**src/logic/aft_defines.svh**
```systemverilog
`ifndef AFT_DEFINES_SVH
`define AFT_DEFINES_SVH
// ----------------------------------------------------------------------------
// Register offsets
// ----------------------------------------------------------------------------
`define AFT_ADDR_R1_TARGET    8'h33
`define AFT_ADDR_LOCAL_TARGET 8'h34
`define AFT_ADDR_R2_TARGET    8'h35
`define AFT_ADDR_CTRL         8'h36
// ----------------------------------------------------------------------------
// Reset values
// ----------------------------------------------------------------------------
`define AFT_TARGET_RESET      8'h64
`define AFT_CTRL_RESET        8'h00
`define AFT_RDATA_RESET       8'h00
// ----------------------------------------------------------------------------
// Control register field positions
// ----------------------------------------------------------------------------
`define AFT_BIT_R2_DELAY_MSB  0
`define AFT_BIT_UV_GUARD      1
`define AFT_BIT_R1_CAPTURE    2
`define AFT_BIT_LOCAL_CAPTURE 3
`define AFT_BIT_R2_CAPTURE    4
`define AFT_BIT_R1_ADAPTIVE   5
`define AFT_BIT_LOCAL_ADAPT   6
`define AFT_BIT_R2_ADAPTIVE   7
// ----------------------------------------------------------------------------
// Timing and format constants
// ----------------------------------------------------------------------------
`define AFT_DELAY_BASE        11'h008
`define AFT_OFFSET64          9'h040
`endif

```
**src/logic/aft_pkg.sv**
```systemverilog
`default_nettype none
package aft_pkg;
  // Byte held by every register of this block
  typedef logic [7:0] aft_byte_t;
  // Undervoltage guard state
  typedef enum logic [0:0]
  {
    AFT_UV_NORMAL  = 1'b0,
    AFT_UV_GUARDED = 1'b1
  } aft_uv_state_e;
endpackage
`default_nettype wire

```
**src/logic/aft_channel.sv**
```systemverilog
`timescale 1ns/1ps
`default_nettype none
`include "aft_defines.svh"
module aft_channel
#(
  parameter int CNT_W = 11
)
(
  input  wire logic            core_clk_in,
  input  wire logic            rst_in,
  input  wire logic            target_wr_in,
  input  wire aft_pkg::aft_byte_t target_wdata_in,
  input  wire logic            lock_in,
  input  wire logic            capture_en_in,
  input  wire logic            alarm_edge_in,
  input  wire aft_pkg::aft_byte_t temp_in,
  input  wire logic            temp_valid_in,
  input  wire logic            twos_compl_in,
  input  wire logic            adaptive_en_in,
  input  wire logic            suspend_in,
  input  wire logic            monitor_tick_in,
  input  wire logic [2:0]      delay_code_in,
  input  wire aft_pkg::aft_byte_t low_limit_in,
  input  wire aft_pkg::aft_byte_t high_limit_in,
  input  wire aft_pkg::aft_byte_t fan_start_prog_in,
  output logic                 busy_out,
  output aft_pkg::aft_byte_t   target_out,
  output aft_pkg::aft_byte_t   fan_start_out
);
  // ----------------------------------------------------------------------------
  // Temperature format
  // ----------------------------------------------------------------------------
  // Map both formats onto one signed scale so limits compare correctly
  function automatic logic signed [8:0] to_sgn(input logic [7:0] v, input logic twos);
    to_sgn = twos ? $signed({v[7], v}) : $signed({1'b0, v} - `AFT_OFFSET64);
  endfunction

  aft_pkg::aft_byte_t temp_last_reg;
  logic [CNT_W-1:0]   cnt_reg;
  logic [CNT_W-1:0]   period;
  logic               run;
  logic               step;
  logic signed [8:0]  t_s;
  logic signed [8:0]  tgt_s;
  logic signed [8:0]  fs_s;

  assign period = CNT_W'(`AFT_DELAY_BASE << delay_code_in);
  assign run    = adaptive_en_in && !suspend_in;
  assign step   = run && monitor_tick_in && (cnt_reg == period - 1'b1);
  assign t_s    = to_sgn(temp_last_reg, twos_compl_in);
  assign tgt_s  = to_sgn(target_out, twos_compl_in);
  assign fs_s   = to_sgn(fan_start_out, twos_compl_in);
  assign busy_out = 1'b0;

  // Latest completed reading; capture never sees a half-done conversion
  always_ff @(posedge core_clk_in)
  begin
    if (rst_in)
      temp_last_reg <= 8'h00;
    else if (temp_valid_in)
      temp_last_reg <= temp_in;
  end

  // Target register; a capture wins over a host write in the same cycle
  always_ff @(posedge core_clk_in)
  begin
    if (rst_in)
      target_out <= `AFT_TARGET_RESET;
    else if (alarm_edge_in && capture_en_in)
      target_out <= temp_last_reg;
    else if (target_wr_in && !lock_in)
      target_out <= target_wdata_in;
  end

  // Monitoring-cycle counter between adjustments
  always_ff @(posedge core_clk_in)
  begin
    if (rst_in || !run)
      cnt_reg <= '0;
    else if (monitor_tick_in)
      cnt_reg <= step ? '0 : cnt_reg + 1'b1;
  end

  // Fan start temperature: follows program when idle, walks when adaptive
  always_ff @(posedge core_clk_in)
  begin
    if (rst_in)
      fan_start_out <= 8'h00;
    else if (!adaptive_en_in)
      fan_start_out <= fan_start_prog_in;
    else if (step && (t_s > tgt_s) && (fs_s > to_sgn(low_limit_in, twos_compl_in)))
      fan_start_out <= fan_start_out - 8'h01;
    else if (step && (t_s < tgt_s) && (fs_s < to_sgn(high_limit_in, twos_compl_in)))
      fan_start_out <= fan_start_out + 8'h01;
  end
endmodule
`default_nettype wire

```
**src/logic/aft_threshold_ctrl.sv**
```systemverilog
`timescale 1ns/1ps
`default_nettype none
`include "aft_defines.svh"
module aft_threshold_ctrl
(
  input  wire logic               core_clk_in,
  input  wire logic               rst_in,
  // Register port
  input  wire logic [7:0]         reg_addr_in,
  input  wire aft_pkg::aft_byte_t reg_wdata_in,
  input  wire logic               reg_wr_in,
  input  wire logic               reg_rd_in,
  output aft_pkg::aft_byte_t      reg_rdata_out,
  // Neighbouring configuration
  input  wire logic               lock_in,
  input  wire logic               twos_compl_in,
  input  wire logic               alert_en_in,
  input  wire logic [1:0]         remote2_delay_low_in,
  input  wire logic [2:0]         remote1_delay_in,
  input  wire logic [2:0]         local_delay_in,
  input  wire logic               monitor_tick_in,
  // Alarm pin and supply monitor
  input  wire logic               thermal_alarm_pin_n_in,
  input  wire aft_pkg::aft_byte_t core_supply_input_in,
  input  wire aft_pkg::aft_byte_t core_low_limit_in,
  input  wire logic               status_clear_in,
  input  wire logic               shutdown_req_in,
  // Temperature channels
  input  wire aft_pkg::aft_byte_t remote1_temp_in,
  input  wire logic               remote1_temp_valid_in,
  input  wire aft_pkg::aft_byte_t remote1_low_limit_in,
  input  wire aft_pkg::aft_byte_t remote1_high_limit_in,
  input  wire aft_pkg::aft_byte_t remote1_fan_start_prog_in,
  input  wire aft_pkg::aft_byte_t local_temp_in,
  input  wire logic               local_temp_valid_in,
  input  wire aft_pkg::aft_byte_t local_low_limit_in,
  input  wire aft_pkg::aft_byte_t local_high_limit_in,
  input  wire aft_pkg::aft_byte_t local_fan_start_prog_in,
  input  wire aft_pkg::aft_byte_t remote2_temp_in,
  input  wire logic               remote2_temp_valid_in,
  input  wire aft_pkg::aft_byte_t remote2_low_limit_in,
  input  wire aft_pkg::aft_byte_t remote2_high_limit_in,
  input  wire aft_pkg::aft_byte_t remote2_fan_start_prog_in,
  // Results
  output aft_pkg::aft_byte_t      remote1_fan_start_temp_out,
  output aft_pkg::aft_byte_t      local_fan_start_temp_out,
  output aft_pkg::aft_byte_t      remote2_fan_start_temp_out,
  output logic                    uv_status_out,
  output logic                    smbalert_n_out,
  output logic                    cpu_hot_monitor_en_out,
  output logic                    shutdown_out
);
  // ----------------------------------------------------------------------------
  // Declarations
  // ----------------------------------------------------------------------------
  aft_pkg::aft_byte_t    ctrl_reg;
  aft_pkg::aft_byte_t    r1_target;
  aft_pkg::aft_byte_t    lc_target;
  aft_pkg::aft_byte_t    r2_target;
  aft_pkg::aft_byte_t    rdata_next;
  aft_pkg::aft_uv_state_e uv_state_reg;
  aft_pkg::aft_uv_state_e uv_state_next;
  logic                  alarm_s1_reg;
  logic                  alarm_s2_reg;
  logic                  alarm_s3_reg;
  logic                  alarm_edge;
  logic                  below_limit;
  logic                  guarded;
  logic                  wr_r1;
  logic                  wr_lc;
  logic                  wr_r2;
  logic                  wr_ctrl;

  // ----------------------------------------------------------------------------
  // Alarm pin synchroniser
  // ----------------------------------------------------------------------------
  // Pin is asynchronous and active low; stage one feeds stage two only
  always_ff @(posedge core_clk_in)
  begin
    if (rst_in)
    begin
      alarm_s1_reg <= 1'b0;
      alarm_s2_reg <= 1'b0;
      alarm_s3_reg <= 1'b0;
    end
    else
    begin
      alarm_s1_reg <= !thermal_alarm_pin_n_in;
      alarm_s2_reg <= alarm_s1_reg;
      alarm_s3_reg <= alarm_s2_reg;
    end
  end

  // A held alarm captures once, on its leading edge only
  assign alarm_edge = alarm_s2_reg && !alarm_s3_reg;

  // ----------------------------------------------------------------------------
  // Register decode
  // ----------------------------------------------------------------------------
  assign wr_r1   = reg_wr_in && (reg_addr_in == `AFT_ADDR_R1_TARGET);
  assign wr_lc   = reg_wr_in && (reg_addr_in == `AFT_ADDR_LOCAL_TARGET);
  assign wr_r2   = reg_wr_in && (reg_addr_in == `AFT_ADDR_R2_TARGET);
  assign wr_ctrl = reg_wr_in && (reg_addr_in == `AFT_ADDR_CTRL);

  // Control register; lock makes it read-only while lock_in is high
  always_ff @(posedge core_clk_in)
  begin
    if (rst_in)
      ctrl_reg <= `AFT_CTRL_RESET;
    else if (wr_ctrl && !lock_in)
      ctrl_reg <= reg_wdata_in;
  end

  // Read mux; unmapped addresses read as zero
  always_comb
  begin
    rdata_next = reg_rdata_out;
    if (reg_rd_in)
    begin
      unique case (reg_addr_in)
        `AFT_ADDR_R1_TARGET:    rdata_next = r1_target;
        `AFT_ADDR_LOCAL_TARGET: rdata_next = lc_target;
        `AFT_ADDR_R2_TARGET:    rdata_next = r2_target;
        `AFT_ADDR_CTRL:         rdata_next = ctrl_reg;
        default:                rdata_next = 8'h00;
      endcase
    end
  end

  // Read data held until the next read
  always_ff @(posedge core_clk_in)
  begin
    if (rst_in)
      reg_rdata_out <= `AFT_RDATA_RESET;
    else
      reg_rdata_out <= rdata_next;
  end

  // ----------------------------------------------------------------------------
  // Undervoltage guard
  // ----------------------------------------------------------------------------
  // Reading equal to the limit counts as recovered
  assign below_limit = core_supply_input_in < core_low_limit_in;
  assign guarded     = (uv_state_reg == aft_pkg::AFT_UV_GUARDED);

  // Guard state: entered only with the guard bit set
  always_comb
  begin
    uv_state_next = uv_state_reg;
    unique case (uv_state_reg)
      aft_pkg::AFT_UV_NORMAL:
        if (ctrl_reg[`AFT_BIT_UV_GUARD] && below_limit)
          uv_state_next = aft_pkg::AFT_UV_GUARDED;
      aft_pkg::AFT_UV_GUARDED:
        if (!ctrl_reg[`AFT_BIT_UV_GUARD] || !below_limit)
          uv_state_next = aft_pkg::AFT_UV_NORMAL;
    endcase
  end

  always_ff @(posedge core_clk_in)
  begin
    if (rst_in)
      uv_state_reg <= aft_pkg::AFT_UV_NORMAL;
    else
      uv_state_reg <= uv_state_next;
  end

  // Sticky status flag; a new set wins over a clear in the same cycle
  always_ff @(posedge core_clk_in)
  begin
    if (rst_in)
      uv_status_out <= 1'b0;
    else if (guarded)
      uv_status_out <= 1'b1;
    else if (status_clear_in)
      uv_status_out <= 1'b0;
  end

  // Alert follows the flag, gated by the alert enable
  always_ff @(posedge core_clk_in)
  begin
    if (rst_in)
      smbalert_n_out <= 1'b1;
    else
      smbalert_n_out <= !(uv_status_out && alert_en_in);
  end

  // Hot monitoring and shutdown both held off while guarded
  always_ff @(posedge core_clk_in)
  begin
    if (rst_in)
    begin
      cpu_hot_monitor_en_out <= 1'b1;
      shutdown_out           <= 1'b0;
    end
    else
    begin
      cpu_hot_monitor_en_out <= !guarded;
      // The raw condition also blocks, so a request in the drop cycle cannot slip through
      shutdown_out           <= shutdown_req_in && !guarded && !(ctrl_reg[`AFT_BIT_UV_GUARD] && below_limit);
    end
  end

  // ----------------------------------------------------------------------------
  // Channels
  // ----------------------------------------------------------------------------
  aft_channel u_remote1
  (
    .core_clk_in       (core_clk_in),
    .rst_in            (rst_in),
    .target_wr_in      (wr_r1),
    .target_wdata_in   (reg_wdata_in),
    .lock_in           (lock_in),
    .capture_en_in     (ctrl_reg[`AFT_BIT_R1_CAPTURE]),
    .alarm_edge_in     (alarm_edge),
    .temp_in           (remote1_temp_in),
    .temp_valid_in     (remote1_temp_valid_in),
    .twos_compl_in     (twos_compl_in),
    .adaptive_en_in    (ctrl_reg[`AFT_BIT_R1_ADAPTIVE]),
    .suspend_in        (guarded),
    .monitor_tick_in   (monitor_tick_in),
    .delay_code_in     (remote1_delay_in),
    .low_limit_in      (remote1_low_limit_in),
    .high_limit_in     (remote1_high_limit_in),
    .fan_start_prog_in (remote1_fan_start_prog_in),
    .busy_out          (),
    .target_out        (r1_target),
    .fan_start_out     (remote1_fan_start_temp_out)
  );

  aft_channel u_local
  (
    .core_clk_in       (core_clk_in),
    .rst_in            (rst_in),
    .target_wr_in      (wr_lc),
    .target_wdata_in   (reg_wdata_in),
    .lock_in           (lock_in),
    .capture_en_in     (ctrl_reg[`AFT_BIT_LOCAL_CAPTURE]),
    .alarm_edge_in     (alarm_edge),
    .temp_in           (local_temp_in),
    .temp_valid_in     (local_temp_valid_in),
    .twos_compl_in     (twos_compl_in),
    .adaptive_en_in    (ctrl_reg[`AFT_BIT_LOCAL_ADAPT]),
    .suspend_in        (guarded),
    .monitor_tick_in   (monitor_tick_in),
    .delay_code_in     (local_delay_in),
    .low_limit_in      (local_low_limit_in),
    .high_limit_in     (local_high_limit_in),
    .fan_start_prog_in (local_fan_start_prog_in),
    .busy_out          (),
    .target_out        (lc_target),
    .fan_start_out     (local_fan_start_temp_out)
  );

  // Remote 2 delay code takes its top bit from this control register
  aft_channel u_remote2
  (
    .core_clk_in       (core_clk_in),
    .rst_in            (rst_in),
    .target_wr_in      (wr_r2),
    .target_wdata_in   (reg_wdata_in),
    .lock_in           (lock_in),
    .capture_en_in     (ctrl_reg[`AFT_BIT_R2_CAPTURE]),
    .alarm_edge_in     (alarm_edge),
    .temp_in           (remote2_temp_in),
    .temp_valid_in     (remote2_temp_valid_in),
    .twos_compl_in     (twos_compl_in),
    .adaptive_en_in    (ctrl_reg[`AFT_BIT_R2_ADAPTIVE]),
    .suspend_in        (guarded),
    .monitor_tick_in   (monitor_tick_in),
    .delay_code_in     ({ctrl_reg[`AFT_BIT_R2_DELAY_MSB], remote2_delay_low_in}),
    .low_limit_in      (remote2_low_limit_in),
    .high_limit_in     (remote2_high_limit_in),
    .fan_start_prog_in (remote2_fan_start_prog_in),
    .busy_out          (),
    .target_out        (r2_target),
    .fan_start_out     (remote2_fan_start_temp_out)
  );
endmodule
`default_nettype wire

```
**config.mk**
```make
export PLATFORM = sky130hd
export DESIGN_NAME = aft_threshold_ctrl
export DESIGN_NICKNAME = d
export VERILOG_FILES = /design/src/logic/aft_pkg.sv /design/src/logic/aft_channel.sv /design/src/logic/aft_threshold_ctrl.sv
export VERILOG_INCLUDE_DIRS = /design/src /design/src/logic
export SDC_FILE = /design/constraint.sdc
export NUM_CORES = 1
export LEC_CHECK = 0
export ABC_AREA = 1
export ABC_CLOCK_PERIOD_IN_PS = 3950
export BUFFER_PORTS_ARGS = -buffer_cell sky130_fd_sc_hd__buf_2
export CAP_MARGIN = 20
export CORE_MARGIN = 5
export CORE_UTILIZATION = 35
export CTS_BUF_LIST = sky130_fd_sc_hd__clkbuf_8 sky130_fd_sc_hd__clkbuf_16
export DETAILED_ROUTE_END_ITERATION = 7
export SYNTH_ARGS = -nofsm -noshare
export SYNTH_HDL_FRONTEND = slang
export SYNTH_SLANG_ARGS = --single-unit
```
**constraint.sdc**
```tcl
create_clock -name core_clk_in -period 3.95 [get_ports core_clk_in]
set_input_delay 0.1975 -clock core_clk_in [delete_from_list [all_inputs] [get_ports core_clk_in]]
set_output_delay 0.1975 -clock core_clk_in [all_outputs]
set_load 0.01 [all_outputs]
```
==> impl_metrics.json, run 1 <==
{
  "status": "finished clean",
  "finalSetupTns_ns": 0,
  "route.met2.wl_um": 14910,
  "synthArstFlopShare_pct": 0,
  "drtAntennaViolNets": 0,
  "cts_buffers": 17,
  "worst_hold_slack_ns": 0.009328,
  "die_area_mm2": 0.03328,
  "stdcell_count": 2245,
  "grt_max_degree": 59,
  "wl_um": 30510,
  "slew_headroom_pct": 37.30,
  "startpoint": "u_local.temp_last_reg[6]",
  "synth_warnings": 0,
  "rrSetupSlack_ns": 0.34,
  "finalCriticalPeriod_ns": 3.610,
  "fp.dieH_um": 182.4,
  "path_delay_family": "simple AND/OR/NAND/NOR gates",
  "cp.required_ns": 4.26,
  "cp.buffers_inverters": 4,
  "synthCells": 1651,
  "synthToLayoutAreaGrowth_pct": 20.28,
  "worst_pin_slew_ns": 0.9392,
  "cap_violations": 0,
  "synth-xor-area-share_pct": 2.272,
  "yosys_register_bits": 129,
  "wl_per_cell_um": 13.59,
  "synthSimpleGateAreaFrac_pct": 32.89,
  "placed_area_mm2": 0.01171,
  "synth_top_family_by_area": "simple AND/OR/NAND/NOR gates",
  "final_cell_mix": "nand2_1, inv_1, nor2_1",
  "avgSynthCellArea_um2": 6.304,
  "grt_pass1_wl_um": 49650,
  "cts_root_buffer": "clkbuf_16",
  "syn_area_mm2": 0.01041,
  "min_period_over_period_pct": 91.39,
  "synth_adder_area_share_pct": 14.40,
  "track_usage_pct": 17.97,
  "cts_tree": "built",
  "r2r-end": "u_local.fan_start_out[7]",
  "port_buffers": 185,
  "drt-met1-wl_um": 13470,
  "rr_startpoint": "u_local.temp_last_reg[6]",
  "max_freq_ghz": 0.2770,
  "drtIter0Drc": 652,
  "synth_nets": 1919,
  "path_depth": 23,
  "routed.top_layer": "met4",
  "end_kind": "flop",
  "hold_path_class": "in -> reg",
  "detail_route.first_pass.iterations": 7,
  "power_density_mw_per_mm2": 297.8,
  "synth-seq-area-share_pct": 24.81,
  "place_hpwl_um": 24390,
  "clk_pin_slew_ns": 0.06,
  "critical_path_arrival_ns": 3.92,
  "critPathMostFrequentCell": "nand2_1",
  "final_common_cell": "nand2_1",
  "synth_ff_type": "dfxtp_1",
  "crit_fanout": 6,
  "hold_viol": 0,
  "worstHoldPathCells": 3,
  "worstSetupStartpointType": "flop",
  "cpMaxStageDelayCell": "ha_1",
  "setup_viol": 0,
  "overflow": 0,
  "nNetsFinal": 2109,
  "leakage_uw": 0.006459,
  "met3_length_um": 1439,
  "core_mm2": 0.02948,
  "grt_pass1_vias": 10518,
  "synth_edf_count": 0,
  "min_from": "local_temp_in[5]",
  "crit_end": "u_local.fan_start_out[7]",
  "synth_compound_area_share_pct": 14.86,
  "ir_drop_v": 0.0002291,
  "cts_buffer_depth": 2,
  "ctsHtreeMaxLevel": 4,
  "post_cts_buffers": 0,
  "fp-row-count": 63,
  "insertion_delay_ns": 0.42,
  "chipWidth_um": 182.4,
  "slowest_delay_ns": 0.33,
  "antenna_found_initial": 1,
  "worst_clock_skew_ns": 0.01646,
  "num_io_pins": 186,
  "worstPathCellList": "inv_1 > ha_1 > o21ai_0 > ha_1 > and3_1 > a31oi_1 > nand3_1 > nor2_1 > nand2_2 > inv_1 > ha_1 > a21oi_1 > nand2_1 > nand2_1 > nand2_1 > nand2_1 > nand2_1 > inv_1 > nand3_1 > nand3_1 > nand3_1 > nand2_1 > inv_1",
  "via_per_inst": 4.928,
  "synth_cell_type_count": 45,
  "finalMaxSlewViolations": 0,
  "fin_area_mm2": 0.01252,
  "vias": 11063,
  "final_util_pct": 42.46,
  "crit_type": "reg -> reg",
  "rsz0062_at_grt": "false",
  "nFillCells": 3170,
  "reg2reg_depth": 23,
  "drc_errors": 0,
  "synth_mux_area_share_pct": 0,
  "initial_core_util_pct": 35.30,
  "gp_congestion": 0.9424,
  "dp.cells": 2194,
  "drive_gt1_share_pct": 14.13,
  "clock_sinks": 129
}
[cell type report]
| cell class | count | area, um^2 | area share, % |
|---|---|---|---|
| Multi-Input combinational cell | 1236 | 6715 | 53.64 |
| Sequential cell | 129 | 2584 | 20.64 |
| Clock buffer | 19 | 452.9 | 3.618 |
| Clock inverter | 13 | 162.7 | 1.299 |
| Inverter | 243 | 912.1 | 7.286 |
| Antenna cell | 1 | 2.502 | 0.01999 |
| Timing Repair Buffer | 214 | 1201 | 9.595 |
| Tap cell | 390 | 488.0 | 3.898 |
[worst min-delay path: stages]
cell    delay [ns]
buf_2         0.08
nor2_1        0.03
nor2_1        0.08
[cell families after synthesis]
group	count (synthesis)
AND/OR/NAND/NOR	809
buffers and inverters	286
AO/OA/AOI/OAI	282
flip-flops	129
adder cells (fa/ha/maj)	118
XOR/XNOR	27
[per-layer routing]
layer,vias up,track usage (%)
met3,51,3.608
met4,0,5.824
li1,5782,-
met5,-,0
met2,267,31.45
met1,4963,22.11
[power by group]
part	total, uW	internal, uW	switching, uW
Combinational	687	276	411
Clock	1670	989	681
Sequential	1370	1330	36.2
Total	3730	2600	1130
[synth_stat cells, types with 5 or more instances]
master | instances | area (um^2)
inv_1 | 238 | 893.4
a21oi_1 | 93 | 465.5
o22ai_1 | 15 | 93.84
xor2_1 | 22 | 192.7
clkbuf_1 | 27 | 101.4
nand2_2 | 5 | 31.28
a211oi_1 | 9 | 67.56
nand4_1 | 33 | 206.5
buf_4 | 5 | 37.54
nand2_1 | 407 | 1528
nor3_1 | 18 | 90.09
nand3_1 | 110 | 550.5
xnor2_1 | 5 | 43.79
nor2_1 | 205 | 769.5
dfxtp_1 | 129 | 2582
or2_2 | 7 | 43.79
ha_1 | 115 | 1439
a31oi_1 | 10 | 62.56
o21ai_1 | 7 | 35.03
o21ai_0 | 119 | 595.6
o211ai_1 | 13 | 97.59
[metrics by stage]
| step | setup WS, ns | power, uW |
|---|---|---|
| finish | 0.3400 | 3728 |
| global route | 0.009714 | 3937 |
| CTS | 0.08450 | 3761 |
| detailed placement | 0.1310 | 2070 |
| global placement | 0.2589 | 2059 |
| floorplan | 0.5120 | 1838 |
[timing repair]
| action | CTS | global route |
|---|---|---|
| resized for setup | 0 | 10 |
| endpoints found under the setup margin | 0 | 5 |
| hold buffers | 18 | 0 |
| hold endpoints to repair | 18 | 0 |
[worst min-delay path by stage]
| stage | to |
|---|---|
| after floorplan | alarm_s1_reg |
| after global placement | alarm_s1_reg |
| after detailed placement | alarm_s1_reg |
| after CTS | u_local.temp_last_reg[5] |
| after global routing | u_local.temp_last_reg[5] |
| final | u_local.temp_last_reg[5] |
(Power assumes the default switching activity.)
==> run 2, diff against run 1 <==
CORE_MARGIN = 4   (was 5)
CORE_UTILIZATION = 45   (was 35)
PLACE_DENSITY = 0.67   (was unset)
==> run 2 against run 1 <==
  * Clock-buffer cell count decreased by 2
  * Fmax increased by 0.76%
  * Power increased by 1.2%
  * Clock skew increased by 0.0031 ns
  * Highest routed layer is now met5
==> impl_metrics.json, run 2 (synthesis results as in run 1) <==
{
  "core_mm2": 0.02271,
  "fp.dieH_um": 160.1,
  "crit_fanout": 9,
  "cts_buffers": 17,
  "gp_congestion": 0.9670,
  "wl_um": 29280,
  "cp.required_ns": 4.32,
  "cap_violations": 0,
  "drive_gt1_share_pct": 14.13,
  "fin_area_mm2": 0.01239,
  "overflow": 0,
  "via_per_inst": 5.156,
  "final_common_cell": "nand2_1",
  "clk_pin_slew_ns": 0.07,
  "drtAntennaViolNets": 0,
  "die_area_mm2": 0.02563,
  "drc_errors": 0,
  "leakage_uw": 0.006469,
  "cts_root_buffer": "clkbuf_16",
  "rrSetupSlack_ns": 0.37,
  "status": "finished clean",
  "rsz0062_at_grt": "false",
  "min_period_over_period_pct": 90.70,
  "max_freq_ghz": 0.2791,
  "worstSetupStartpointType": "flop",
  "detail_route.first_pass.iterations": 5,
  "finalMaxSlewViolations": 0,
  "seqCellArea_mm2": 0.002584,
  "diodes": 0,
  "grt_max_degree": 57,
  "num_io_pins": 186,
  "grt_pass1_wl_um": 48160,
  "fp-row-count": 55,
  "cts_tree": "built",
  "insertion_delay_ns": 0.44,
  "worstHoldPathCells": 3,
  "port_buffers": 185,
  "setup_viol": 0,
  "reg2reg_depth": 23,
  "end_kind": "flop",
  "drtIter0Drc": 874,
  "cts_buffer_depth": 2,
  "placed_area_mm2": 0.01157,
  "initial_core_util_pct": 45.83,
  "critical_path_arrival_ns": 3.95,
  "nFillCells": 2275,
  "clock_sinks": 129,
  "worst_pin_slew_ns": 0.9143,
  "final_cell_mix": "nand2_1, inv_1, nor2_1",
  "hold_viol": 0,
  "synthToLayoutAreaGrowth_pct": 19.08,
  "worst_clock_skew_ns": 0.01952,
  "finalCriticalPeriod_ns": 3.583,
  "slew_headroom_pct": 38.96,
  "ir_drop_v": 0.0002622,
  "multi_input_area_mm2": 0.006718,
  "place_hpwl_um": 23040,
  "nNetsFinal": 2109,
  "wl_per_cell_um": 13.69,
  "ctsHtreeMaxLevel": 4,
  "grt_pass1_vias": 10430,
  "crit_type": "reg -> reg",
  "track_usage_pct": 22.41,
  "vias": 11028,
  "antenna_found_initial": 0,
  "finalSetupTns_ns": 0,
  "power_density_mw_per_mm2": 304.3,
  "chipWidth_um": 160.1,
  "hold_path_class": "in -> reg"
}
-- run 2: cell count changes in the layout (fill, tap and decap cells not counted), sizes merged --
cell	previous run	this run
clkinv	3	5
clkbuf	19	17
dlygate4sd3	18	17
diode	1	0
buf	196	197
inv	250	251
clkinvlp	1	0
-- run 2: metrics by stage --
step | instances | util (%) | hold WS (ns) | power (uW) | worst slack, ns
after global placement | 2090 | 50.96 | 0.3521 | 2051 | 0.3097
after floorplan | 1651 | - | 0.2642 | 1838 | 0.5120
after CTS | 2139 | 54.50 | 0.02655 | 3796 | 0.1044
after detailed placement | 2090 | 50.96 | 0.3505 | 2062 | 0.1303
after global routing | 2139 | 54.57 | 0.03912 | 3963 | 0.03536
final | 2139 | 54.57 | 0.03110 | 3771 | 0.3672
-- run 2: power by group --
| group | leakage, uW | internal [uW] | switching [uW] |
|---|---|---|---|
| clock network | 0.000311 | 976 | 741 |
| registers | 0.00105 | 1330 | 35.4 |
| logic | 0.00510 | 276 | 410 |
| total | 0.00647 | 2590 | 1190 |
-- run 2: worst max-delay path: stages (launching register included) --
cell     delay [ns]
dfxtp_1        0.38
inv_2          0.21
nand3_1        0.13
ha_1           0.33
nand2_1        0.07
o21a_1         0.12
nand2_1        0.05
nor2_1         0.08
nand2_1        0.07
nor2_2         0.10
nand3_2        0.16
nor2_2         0.16
nand2_2        0.11
inv_1          0.19
ha_1           0.32
a21oi_1        0.15
o21ai_0        0.14
a21o_1         0.19
a21oi_1        0.14
xor2_1         0.16
nand2_1        0.06
nand3_1        0.08
inv_1          0.04
nor2_1         0.08
-- run 2: layer usage --
| layer | vias up | part of all wire, % | GRT usage [%] |
|---|---|---|---|
| met5 | - | 0.12 | 1.136 |
| met4 | 2 | 2.6 | 6.688 |
| met3 | 60 | 4.6 | 4.284 |
| met2 | 265 | 48 | 38.71 |
| met1 | 4917 | 45 | 28.31 |
| li1 | 5784 | - | - |
-- run 2: path summary, 6_finish.rpt --
kind	to	from
max	u_remote2.fan_start_out[6]	ctrl_reg[0]
min	u_local.temp_last_reg[2]	local_temp_in[2]
max reg2reg	u_remote2.fan_start_out[6]	ctrl_reg[0]
min reg2reg	alarm_s2_reg	alarm_s1_reg
-- run 2: what timing repair did --
item / in CTS / in global routing
hold buffers: 17 / 0
resized for setup: 0 / 10
hold endpoints to repair: 17 / 0
setup endpoints to repair: 0 / 7
buffers inserted: 0 / 0
-- run 2: cell type report --
class                      count  share of cell area (%)
multi-input combinational   1236                   54.21
inverter                     243                   7.380
tap                          285                   2.877
timing repair buffer         214                   9.571
clock buffer                  17                   3.433
clock inverter                15                   1.686
sequential                   129                   20.85
